**config.mk**
```make
export PLATFORM = sky130hd
export DESIGN_NAME = inertial_sensor_spi_slave
export DESIGN_NICKNAME = d
export VERILOG_FILES = /design/src/sensor_spi_pkg.sv /design/src/sample_fifo.sv /design/src/inertial_sensor_spi_slave.sv
export VERILOG_INCLUDE_DIRS = /design/src
export SDC_FILE = /design/constraint.sdc
export NUM_CORES = 2
export LEC_CHECK = 0
export BUFFER_PORTS_ARGS = -buffer_cell sky130_fd_sc_hd__buf_2
export CAP_MARGIN = 20
export CORE_MARGIN = 2
export CORE_UTILIZATION = 58
export DETAILED_ROUTE_END_ITERATION = 10
export GPL_TIMING_DRIVEN = 0
export PLACE_DENSITY = 0.74
export SLEW_MARGIN = 20
export SYNTH_ARGS = -nofsm -noshare
export SYNTH_HDL_FRONTEND = slang
export SYNTH_SLANG_ARGS = --single-unit
```
**constraint.sdc**
```tcl
create_clock -name clock -period 5.2 [get_ports clock]
set_clock_uncertainty 0.1 [all_clocks]
set_input_delay 1.04 -clock clock [delete_from_list [all_inputs] [get_ports clock]]
set_output_delay 1.04 -clock clock [all_outputs]
set_load 0.02 [all_outputs]
```
**src/sensor_spi_regs.svh**
```systemverilog
// constants of the sensor serial slave: frame layout, codes and rates
// assumes nothing; included by the package and by the slave module
`ifndef SENSOR_SPI_REGS_SVH
`define SENSOR_SPI_REGS_SVH

`define SPI_FRAME_BITS    32
`define SPI_COUNT_LIMIT   33
`define SPI_BIT_MSB       31
`define SPI_BIT_NEXT      30
`define SPI_DATA_HI       31
`define SPI_DATA_LO       16
`define SPI_MODE_HI       15
`define SPI_MODE_LO       13
`define SPI_FLAG_HI       15
`define SPI_FLAG_LO       14
`define SPI_SELECT_HI     11
`define SPI_SELECT_LO     8
`define SPI_X2_POS        7
`define SPI_BODY_HI       31
`define SPI_BODY_LO       4
`define SPI_CRC_HI        3
`define SPI_CRC_LO        0
`define SPI_MODE_DATA     3'h5
`define SPI_FLAG_OK       2'h2
`define SPI_FLAG_ALARM    2'h1
`define SPI_MODE_ECHO     2'h2
`define SPI_CRC_INIT      4'ha
// all-zero body with its check bits, so even the first answer is well formed
`define SPI_RESET_RESP    32'h0000000a
`define SPI_FIXED_SELECT  4'hf
`define SPI_FIXED_VALUE   16'haa55
`define SPI_CLOCK_HZ      20000000
`define SPI_SAMPLE_HZ     8000
`define SPI_RATE_BITS     12
`define SPI_FIFO_DEPTH    8

`endif

```
**src/sensor_spi_pkg.sv**
```systemverilog
// types shared by the sensor serial slave and its test bench
// assumes sensor_spi_regs.svh is on the include path
`include "sensor_spi_regs.svh"
`default_nettype none

package sensor_spi_pkg;

   typedef enum logic {LINK_IDLE, LINK_FRAME} link_state_t;

   typedef struct packed {
      logic [3:0]  index;
      logic [15:0] value;
   } sample_t;

   typedef struct packed {
      logic [2:0]                       cs_n_sync;
      logic [2:0]                       sclk_sync;
      logic [1:0]                       mosi_sync;
      logic [1:0]                       hw_rst_sync;
      link_state_t                      link;
      logic [5:0]                       bit_count;
      logic [31:0]                      rx_shift;
      logic [31:0]                      tx_shift;
      logic [31:0]                      resp_word;
      logic                             miso;
      logic                             miso_oe;
      logic [1:0]                       keep_alive_counter;
      logic                             acq_run;
      logic                             snap_pending;
      logic [`SPI_RATE_BITS-1:0]        rate_count;
      logic [15:0][15:0]                live;
      logic [15:0][15:0]                snap;
   } slave_state_t;

endpackage

`default_nettype wire

```
**src/sample_fifo.sv**
```systemverilog
// small flip-flop FIFO between the sensing datapath and the sample bank
// assumes DEPTH is a power of two; one clock, synchronous active-low reset
`default_nettype none

module sample_fifo #(
   parameter int WIDTH = 20,
   parameter int DEPTH = 8
) (
   input  wire logic             clock,
   input  wire logic             nrst,
   input  wire logic             in_valid,
   output logic                  in_ready,
   input  wire logic [WIDTH-1:0] in_data,
   output logic                  out_valid,
   input  wire logic             out_ready,
   output logic      [WIDTH-1:0] out_data
);
   localparam int AW = $clog2(DEPTH);

   typedef struct packed {
      logic [DEPTH-1:0][WIDTH-1:0] mem;
      logic [AW:0]                 wr;
      logic [AW:0]                 rd;
   } fifo_state_t;

   fifo_state_t st;
   fifo_state_t next_st;
   logic        full;
   logic        empty;

   // extra pointer bit tells full from empty without a counter
   assign full      = (st.wr[AW] != st.rd[AW]) && (st.wr[AW-1:0] == st.rd[AW-1:0]);
   assign empty     = (st.wr == st.rd);
   assign in_ready  = !full;
   assign out_valid = !empty;
   assign out_data  = st.mem[st.rd[AW-1:0]];

   always_comb
   begin
      next_st = st;
      if (in_valid && !full)
      begin
         next_st.mem[st.wr[AW-1:0]] = in_data;
         next_st.wr = (AW+1)'(st.wr + 1'b1);
      end
      if (out_ready && !empty)
      begin
         next_st.rd = (AW+1)'(st.rd + 1'b1);
      end
   end

   always_ff @(posedge clock)
   begin
      if (!nrst)
      begin
         st <= '0;
      end
      else
      begin
         st <= next_st;
      end
   end
endmodule // sample_fifo

`default_nettype wire

```
**src/inertial_sensor_spi_slave.sv**
```systemverilog
// serial slave frame logic of a six-axis inertial sensor, with its sample bank
// assumes serial pins arrive asynchronously and are oversampled by the 20 MHz clock;
// samples and the alarm level come from logic on the same clock
//
// Operation
// - slave only; clock and select are inputs
// - select low span forms exactly one frame
// - data output released while select high
// - bits shifted most significant first
// - receiver captures on serial clock rise
// - transmitter changes bit on serial clock fall
// - a transaction is exactly 32 clocks
// - answer goes out in the next frame
// - response updated at select rising edge
// - samples refreshed 8000 times per second
// - data read: mode 101, select picks item
// - last four bits are CRC, init 0xa
// - error flag 10 normal, 01 on alarm
// - two-bit keep-alive counter per data read
`include "sensor_spi_regs.svh"
`default_nettype none

module inertial_sensor_spi_slave #(
   parameter int RATE_CYCLES = `SPI_CLOCK_HZ / `SPI_SAMPLE_HZ,
   parameter int FIFO_DEPTH  = `SPI_FIFO_DEPTH
) (
   input  wire logic                    clock,
   input  wire logic                    nrst,
   input  wire logic                    hardware_reset_n,
   input  wire logic                    chip_select_n,
   input  wire logic                    sclk,
   input  wire logic                    mosi,
   output logic                         miso,
   output logic                         miso_oe,
   input  wire logic                    alarm,
   input  wire logic                    sample_valid,
   output logic                         sample_ready,
   input  wire sensor_spi_pkg::sample_t sample_in
);
   localparam sensor_spi_pkg::slave_state_t RESET_STATE = '{
      cs_n_sync: 3'h7, hw_rst_sync: 2'h3, link: sensor_spi_pkg::LINK_IDLE, acq_run: 1'b1,
      resp_word: `SPI_RESET_RESP, default: '0};

   sensor_spi_pkg::slave_state_t st;
   sensor_spi_pkg::slave_state_t next_st;
   sensor_spi_pkg::sample_t      drain_data;
   logic                         drain_valid;
   logic                         drain_ready;
   logic                         cs_fall;
   logic                         cs_rise;
   logic                         sclk_rise;
   logic                         sclk_fall;
   logic                         rate_tick;
   logic                         frame_ok;
   logic                         hw_active;
   logic [3:0]                   select;
   logic [15:0]                  read_value;
   logic [27:0]                  resp_body;

   function automatic logic [3:0] crc4(input logic [27:0] d);
      logic [3:0] c;
      c = `SPI_CRC_INIT;
      // polynomial x^4+1: each bit folds into the lsb of a rotating nibble
      for (int i = 27; i >= 0; i--)
      begin
         c = {c[2:0], c[3] ^ d[i]};
      end
      return c;
   endfunction

   // samples wait here while acquisition is suspended; the source is stalled once all FIFO_DEPTH entries are full
   sample_fifo #(
      .WIDTH ($bits(sensor_spi_pkg::sample_t)),
      .DEPTH (FIFO_DEPTH)
   ) u_fifo (
      .clock     (clock),
      .nrst      (nrst),
      .in_valid  (sample_valid),
      .in_ready  (sample_ready),
      .in_data   (sample_in),
      .out_valid (drain_valid),
      .out_ready (drain_ready),
      .out_data  (drain_data)
   );

   // sync stage [0] feeds [1] only; [2] is the history for edge finding
   assign hw_active   = !st.hw_rst_sync[1];
   assign cs_fall     = st.cs_n_sync[2] && !st.cs_n_sync[1];
   assign cs_rise     = !st.cs_n_sync[2] && st.cs_n_sync[1];
   assign sclk_rise   = !st.sclk_sync[2] && st.sclk_sync[1];
   assign sclk_fall   = st.sclk_sync[2] && !st.sclk_sync[1];
   assign rate_tick   = (st.rate_count == `SPI_RATE_BITS'(RATE_CYCLES - 1));
   assign drain_ready = st.acq_run && !hw_active;
   assign select      = st.rx_shift[`SPI_SELECT_HI:`SPI_SELECT_LO];
   assign miso        = st.miso;
   assign miso_oe     = st.miso_oe;

   assign frame_ok = (st.bit_count == 6'(`SPI_FRAME_BITS)) &&
                     (st.rx_shift[`SPI_MODE_HI:`SPI_MODE_LO] == `SPI_MODE_DATA) &&
                     (crc4(st.rx_shift[`SPI_BODY_HI:`SPI_BODY_LO]) == st.rx_shift[`SPI_CRC_HI:`SPI_CRC_LO]);

   assign read_value = (select == `SPI_FIXED_SELECT) ? `SPI_FIXED_VALUE : st.snap[select];
   assign resp_body  = {read_value, alarm ? `SPI_FLAG_ALARM : `SPI_FLAG_OK,
                        `SPI_MODE_ECHO, select, st.rx_shift[`SPI_X2_POS], 1'b0, st.keep_alive_counter};

   always_comb
   begin
      next_st = st;
      // the 20 MHz clock oversamples a serial clock of at most 8 MHz
      next_st.cs_n_sync   = {st.cs_n_sync[1:0], chip_select_n};
      next_st.sclk_sync   = {st.sclk_sync[1:0], sclk};
      next_st.mosi_sync   = {st.mosi_sync[0], mosi};
      next_st.hw_rst_sync = {st.hw_rst_sync[0], hardware_reset_n};
      next_st.rate_count  = rate_tick ? '0 : `SPI_RATE_BITS'(st.rate_count + 1'b1);
      if (drain_valid && drain_ready)
      begin
         next_st.live[drain_data.index] = drain_data.value;
      end
      if (rate_tick && st.acq_run)
      begin
         next_st.snap = st.live;
      end
      case (st.link)
         sensor_spi_pkg::LINK_IDLE:
         begin
            // master keeps sclk low at select edges, so no bit is lost here
            if (cs_fall)
            begin
               next_st.link      = sensor_spi_pkg::LINK_FRAME;
               next_st.bit_count = '0;
               next_st.tx_shift  = st.resp_word;
               next_st.miso      = st.resp_word[`SPI_BIT_MSB];
               next_st.miso_oe   = 1'b1;
               if (st.snap_pending)
               begin
                  next_st.snap         = st.live;
                  next_st.snap_pending = 1'b0;
               end
            end
         end
         sensor_spi_pkg::LINK_FRAME:
         begin
            if (sclk_rise)
            begin
               next_st.rx_shift = {st.rx_shift[`SPI_BIT_NEXT:0], st.mosi_sync[1]};
               if (st.bit_count != 6'(`SPI_COUNT_LIMIT))
               begin
                  next_st.bit_count = 6'(st.bit_count + 1'b1);
               end
            end
            if (sclk_fall)
            begin
               next_st.tx_shift = {st.tx_shift[`SPI_BIT_NEXT:0], 1'b0};
               next_st.miso     = st.tx_shift[`SPI_BIT_NEXT];
            end
            if (cs_rise)
            begin
               next_st.link    = sensor_spi_pkg::LINK_IDLE;
               next_st.miso    = 1'b0;
               next_st.miso_oe = 1'b0;
               if (frame_ok)
               begin
                  next_st.resp_word          = {resp_body, crc4(resp_body)};
                  next_st.keep_alive_counter = 2'(st.keep_alive_counter + 1'b1);
                  next_st.acq_run            = st.rx_shift[`SPI_X2_POS];
                  next_st.snap_pending       = st.rx_shift[`SPI_X2_POS];
               end
            end
         end
         default:
         begin
            next_st = RESET_STATE;
         end
      endcase
      if (hw_active)
      begin
         next_st             = RESET_STATE;
         next_st.cs_n_sync   = {st.cs_n_sync[1:0], chip_select_n};
         next_st.sclk_sync   = {st.sclk_sync[1:0], sclk};
         next_st.mosi_sync   = {st.mosi_sync[0], mosi};
         next_st.hw_rst_sync = {st.hw_rst_sync[0], hardware_reset_n};
      end
   end

   always_ff @(posedge clock)
   begin
      if (!nrst)
      begin
         st <= RESET_STATE;
      end
      else
      begin
         st <= next_st;
      end
   end
endmodule // inertial_sensor_spi_slave

`default_nettype wire

```
Word-level counts from Yosys, hierarchy flattened

Cells that the tools add are included.

Bits in registers: 808
Input bits: 28
Output and inout bits: 3
Logic and storage cells: 196

$add $sub $neg: 5
Order comparisons: 6
Equality and inequality tests: 16
Multiplexer cells: 31
Bitwise gates (word level): 53
Reductions and logical operators: 28

Operator list:

| operator                                              | count |
|---|---|
| 2-to-1 mux 256 bit                                    | 4 |
| bitwise mux 256 bit                                   | 1 |
| bitwise mux 160 bit                                   | 1 |
| binary-select mux 16 bit (select 4 bit)               | 1 |
| demux 16 bit (select 4 bit)                           | 1 |
| 2-to-1 mux 31 bit                                     | 2 |
| one-hot mux 31 bit (2 select lines)                   | 1 |
| binary-select mux 20 bit (select 3 bit)               | 1 |
| demux 20 bit (select 3 bit)                           | 1 |
| 2-to-1 mux 16 bit                                     | 3 |
| bitwise XOR 1 bit                                     | 45 |
| 2-to-1 mux 20 bit                                     | 2 |
| 2-to-1 mux 38 bit                                     | 1 |
| one-hot mux 7 bit (2 select lines)                    | 1 |
| logical AND 1 bit                                     | 13 |
| adder 12 x 1 -> 12 bit, second input constant         | 1 |
| equality test 12 bit, second input constant           | 1 |
| 2-to-1 mux 6 bit                                      | 2 |
| < comparator 4 x 5 -> 1 bit, second input constant    | 2 |
| inequality test 2 x 1 -> 1 bit, second input constant | 5 |
| AND reduction 2 bit                                   | 5 |
| AND reduction 3 bit                                   | 3 |
| adder 4 x 1 -> 4 bit, second input constant           | 2 |
| equality test 4 bit                                   | 2 |
| 22 further kinds                                      | 38 |

Depth between registers and ports, before layout

Depth after elaboration: 12
Gate-level depth with buffers: 12
Mapped depth without buffers: 8

Hierarchy

Synthesis repeated with hierarchy kept, for this count alone.

Cells, all modules: 3,692
Area total of the unflattened synthesis: 31,943.1 µm²

By module, submodules not included:

| module                    | instances | cells each | area an instance (µm²) | sequential area each (µm²) |
|---|---|---|---|---|
| inertial_sensor_spi_slave | 1         | 3,014      | 24,516.0               | 12,492.0 |
| sample_fifo               | 1         | 678        | 7,427.1                | 3,363.2 |

Least setup slack after synthesis

OpenSTA, ideal clock, no wires.

Kind: reg-to-reg
From: reg st, in the netlist resp_body[4]
To: reg st[530] in the netlist's numbering
Setup time: 0.116 ns
Arrival time: 2.256 ns
Required time: 4.984 ns
Slack: 2.727 ns
Stages on the path, launching flop included: 9
Path buffers: 3
Period minus slack after synthesis: 2.473 ns
Cells stage by stage: dfxtp_1 buf_6 buf_6 buf_8 mux4_2 mux4_2 and3_1 or2_0 o211a_1

Longest elaborated chain between the ends: 8
Elaborated cells on any way between the ends: 14
Those cells by class: 2 x eq/ne; 3 x mux; 7 x bitwise; 2 x reduce/logical

RTL lines:

| what                                    | RTL line                         | source |
|---|---|---|
| from (decl)                             | inertial_sensor_spi_slave.sv:44  | `sensor_spi_pkg::slave_state_t st;` |
| from (signal assigned)                  | inertial_sensor_spi_slave.sv:193 | `st <= next_st;` |
| binary-select mux 16 bit (select 4 bit) | inertial_sensor_spi_slave.sv:102 | `` assign read_value = (select == `SPI_FIXED_SELECT) ? `SPI_FIXED_VALUE : st.snap[select]; `` |
| 2-to-1 mux 16 bit (not written as such) | inertial_sensor_spi_slave.sv:102 |  |
| 2-to-1 mux 16 bit                       | inertial_sensor_spi_slave.sv:102 |  |
| bitwise XOR 1 bit (5 in series)         | inertial_sensor_spi_slave.sv:66  | `c = {c[2:0], c[3] ^ d[i]};` |

Parallel ways exist; a longest one is shown, timed or not. The select of a mux whose other input is x is not followed.
A chain may end at the register's enable or synchronous reset.

Final worst setup path

From: reg u_fifo.st[1] in the netlist's numbering
To: reg st[364] in the netlist's numbering

Longest elaborated chain between the ends: 7
Elaborated cells on any way between the ends: 11
Those cells by class: 2 x order compare; 1 x eq/ne; 5 x mux; 3 x reduce/logical

RTL lines:

| what                                                                                                            | RTL line                         | source |
|---|---|---|
| from (decl)                                                                                                     | sample_fifo.sv:26                | `fifo_state_t st;` |
| from (signal assigned)                                                                                          | sample_fifo.sv:60                | `st <= next_st;` |
| binary-select mux 20 bit (select 3 bit)                                                                         | sample_fifo.sv:36                | `assign out_data = st.mem[st.rd[AW-1:0]];` |
| 2-to-1 mux 20 bit (not written as such)                                                                         | sample_fifo.sv:36                |  |
| < comparator 4 x 5 -> 1 bit (not written as such) or greater-or-equal comparator 4 x 1 -> 1 bit (tied branches) | inertial_sensor_spi_slave.sv:117 | `next_st.live[drain_data.index] = drain_data.value;` |
| logical AND 1 bit (not written as such)                                                                         | inertial_sensor_spi_slave.sv:117 |  |
| 2-to-1 mux 16 bit (not written as such)                                                                         | inertial_sensor_spi_slave.sv:117 |  |
| demux 16 bit (select 4 bit)                                                                                     | inertial_sensor_spi_slave.sv:117 |  |
| bitwise mux 256 bit                                                                                             | inertial_sensor_spi_slave.sv:117 |  |

Parallel ways exist; a longest one is shown, timed or not. The select of a mux whose other input is x is not followed.

==> key figures <==
Status
  – Status: finished, final reports clean

Floorplan
  – Placeable Area: roughly 0.054 mm^2
  – Starting Density: 58.9%
  – Chip width: around 240 um
  – Die H: ~240 um
  – Rows: 85
  – I/O pin total: 31
  – Die area: roughly 0.057 mm^2

Synth
  – Most frequent cells after synthesis: 792 x dfxtp_1, 639 x nand2_1, 369 x nor2_1
  – Top cells by area, synth: dfxtp_1 50%, nand2_1 7.5%, mux2i_1 7.2%
  – Synth warnings: 0
  – Cells after Synth: about 3400
  – Library cells used by synthesis: roughly 60
  – Top FF cell, synth: dfxtp_1
  – Syn_nets: 3471
  – Count leader, synth: dfxtp_1
  – Async SR Flop Fraction: 0%
  – Syn avg cell area: slightly above 9 um^2
  – Seq/Total Area, Yosys: 49.7%
  – Share of the synthesized area in the top cell type: between 40% and 50%
  – Post-synth top area cell: dfxtp_1
  – Synthesized area: around 0.032 mm^2
  – FF+latch count, synth: about 800
  – EDFF count, synth: 0

Setup path
  – Crit path arrival time: around 4.6 ns
  – CP endpoint kind: register
  – Type of origin of the critical path: register
  – Crit Path Max Fanout: 10
  – Crit Path Class: reg2reg
  – R2R cell count: 7
  – WP data required: approximately 5.6 ns

Timing
  – Least-Margin Pin Slew: roughly 1.3 ns
  – Tcrit/Tclk final: between 80% and 90%
  – Unrepaired setup endpoints after global routing: false
  – Peak Freq: roughly 0.24 GHz
  – # setup viols final: 0
  – Hold Violations, Final: 0
  – Tmin final: 4.24 ns
  – Fin. max-slew vios: 0
  – Setup_tns: 0 ns
  – Max transition margin: between 10% and 20%

Placement
  – HPWL after detailed placement: 75.1 mm
  – Port bufs: 9
  – DP Cell Count: 4143
  – GPL Wtd Cong: between 1 and 1.5

Global routing
  – Initial antenna violation count: 7
  – Global route total overflow: 0
  – Largest net degree at the start of global routing: 14
  – Overall Global Routing Usage: 36.0%
  – Vias in the first global route: roughly 25000
  – First-pass GRT wire length: 152 mm

Route
  – DRC errors left: 0
  – Via count: 25900
  – Remaining antenna violation count: 0
  – 1st-iter DRT viols: roughly 2700
  – Pre-antenna DRT Iters: 5
  – DRT Wirelength: 103 mm
  – DR vias/cell: between 6 and 7
  – DR WL/cell: 24.0 um

Power and ir drop
  – Sw Share: 25.6%
  – Power share of the sequential group: a little under half
  – Internal Dissipation: around 0.01 W
  – Cell Pwr Density: 378 mW/mm^2
  – Clock power share: 43.1%
  – Switching pwr: about 0.0034 W
  – LEAKAGE: 11.9 nW
  – Worst vdd ir: 322 uV
  – Combinational share of power: around a tenth

Clock tree
  – Clock-pin transition on the worst setup and hold timing paths: approximately 0.060 ns
  – CTS tree: done
  – CTS Buf Count: 80
  – H-tree levels: 3
  – Resized cells post-CTS: 0
  – Post-CTS Setup Bufs: 0
  – Hold buffers post-CTS: 0
  – Clk Latency, worst-skew pair: 0.63 ns
  – Clock Tree Buf Depth: 3
  – Clock Tree Root: clkbuf_16
  – Clk sinks: between 700 and 800

Min path
  – Cells on Worst Hold Path: 1
  – Hold Path Class: reg2reg

Finish
  – Layout cell share with drive strength beyond 1: under 10%
  – Synthesis-to-finish area growth: 11.2%
  – Non-filler instance count after layout: 4282
  – Multi-input gate area: approximately 0.015 mm^2
  – Nets: 3563
  – Sequential cell area: 0.0159 mm^2
  – Antenna diode count: 0
  – # fillers: 4340

Job
  – Max capacitance violation total: 0
[per-stage QoR]
stage               hold WS [ns]  setup WS, ns  utilization [%]  cell area [um^2]  power (W)
finish                     0.309         0.959             65.5             35500     0.0134
global route               0.334         0.990             65.5             35500     0.0137
CTS                        0.311         0.951             65.5             35500     0.0134
detailed placement         0.296         0.978             60.7             32900    0.00773
global placement           0.293         0.755             60.6             32800    0.00768
floorplan                  0.286          2.73                -             31900    0.00721
[layout by cell type (no fill, tap or decap), types with 9 or more instances in the layout]
| cell | count |
|---|---|
| a21oi_1 | 365 |
| nand3_1 | 14 |
| nand2_1 | 639 |
| o21ai_0 | 9 |
| inv_1 | 9 |
| mux4_2 | 98 |
| and2_1 | 14 |
| clkbuf_1 | 237 |
| clkbuf_8 | 17 |
| nor2_1 | 369 |
| a211oi_1 | 233 |
| buf_2 | 77 |
| xor2_1 | 17 |
| dfxtp_1 | 792 |
| mux2i_2 | 10 |
| buf_1 | 9 |
| xnor2_1 | 46 |
| buf_4 | 10 |
| clkbuf_16 | 84 |
| nor2b_1 | 168 |
| mux2_2 | 11 |
| mux2i_1 | 219 |
| nand2b_1 | 9 |
[power groups by stage]
stage	Combinational, W	Sequential, W	Clock (W)
2_1_floorplan	0.000865	0.00635	0
3_3_place_gp	0.00132	0.00636	0
3_5_place_dp	0.00136	0.00637	0
4_1_cts	0.00137	0.00623	0.00579
5_1_grt	0.00146	0.00624	0.00604
6_report	0.00140	0.00624	0.00578
[cell type report]
cell class	instances	area share, %
clock inverters	12	0.494
repair buffers	10	0.159
clock buffers	127	6.86
flip-flops and latches	792	44.7
well taps	696	2.45
inverters	11	0.116
plain buffers	311	3.78
multi-input cells	2323	41.4
[critical path, cell delays in order (launching register included)]
cell and delay [ns]:
dfxtp_1 0.34, buf_2 0.22, buf_2 0.34, clkbuf_1 0.64
mux4_2 0.42, mux2i_2 0.80, clkbuf_1 0.98, a211oi_1 0.19
[sequential cells by signal, indices dropped and copies added, names as in the netlist]
name / count
miso_oe: 1
resp_body: 7
st: 615
u_fifo.st: 168
miso: 1
[cell families after synthesis]
| kind of cell | Yosys count | synth area share [%] |
|---|---|---|
| XOR/XNOR | 68 | 2.04 |
| AND/OR/NAND/NOR | 1263 | 16.9 |
| multiplexers | 339 | 14.5 |
| AO/OA/AOI/OAI | 647 | 12.3 |
| flip-flops | 792 | 49.7 |
| adder cells (fa/ha/maj) | 6 | 0.235 |
| buffers and inverters | 322 | 4.30 |
[final timing paths]
check / start / to / slack (ns)
hold / removal: st[640] / st[641] / 0.31
hold reg to reg: st[640] / st[641] / 0.31
setup / recovery: u_fifo.st[1] / st[364] / 0.96
setup reg to reg: u_fifo.st[1] / st[364] / 0.96
[routing by layer]
layer / GRT usage (%) / vias up / part of all wire [%]
met1: 48.1 / 12700 / 42
met4: 16.4 / 4 / 5.0
met3: 7.06 / 270 / 8.4
li1: - / 11900 / -
met5: 0 / - / 0.028
met2: 56.6 / 1089 / 45
Power figures use the tool's default switching activity.
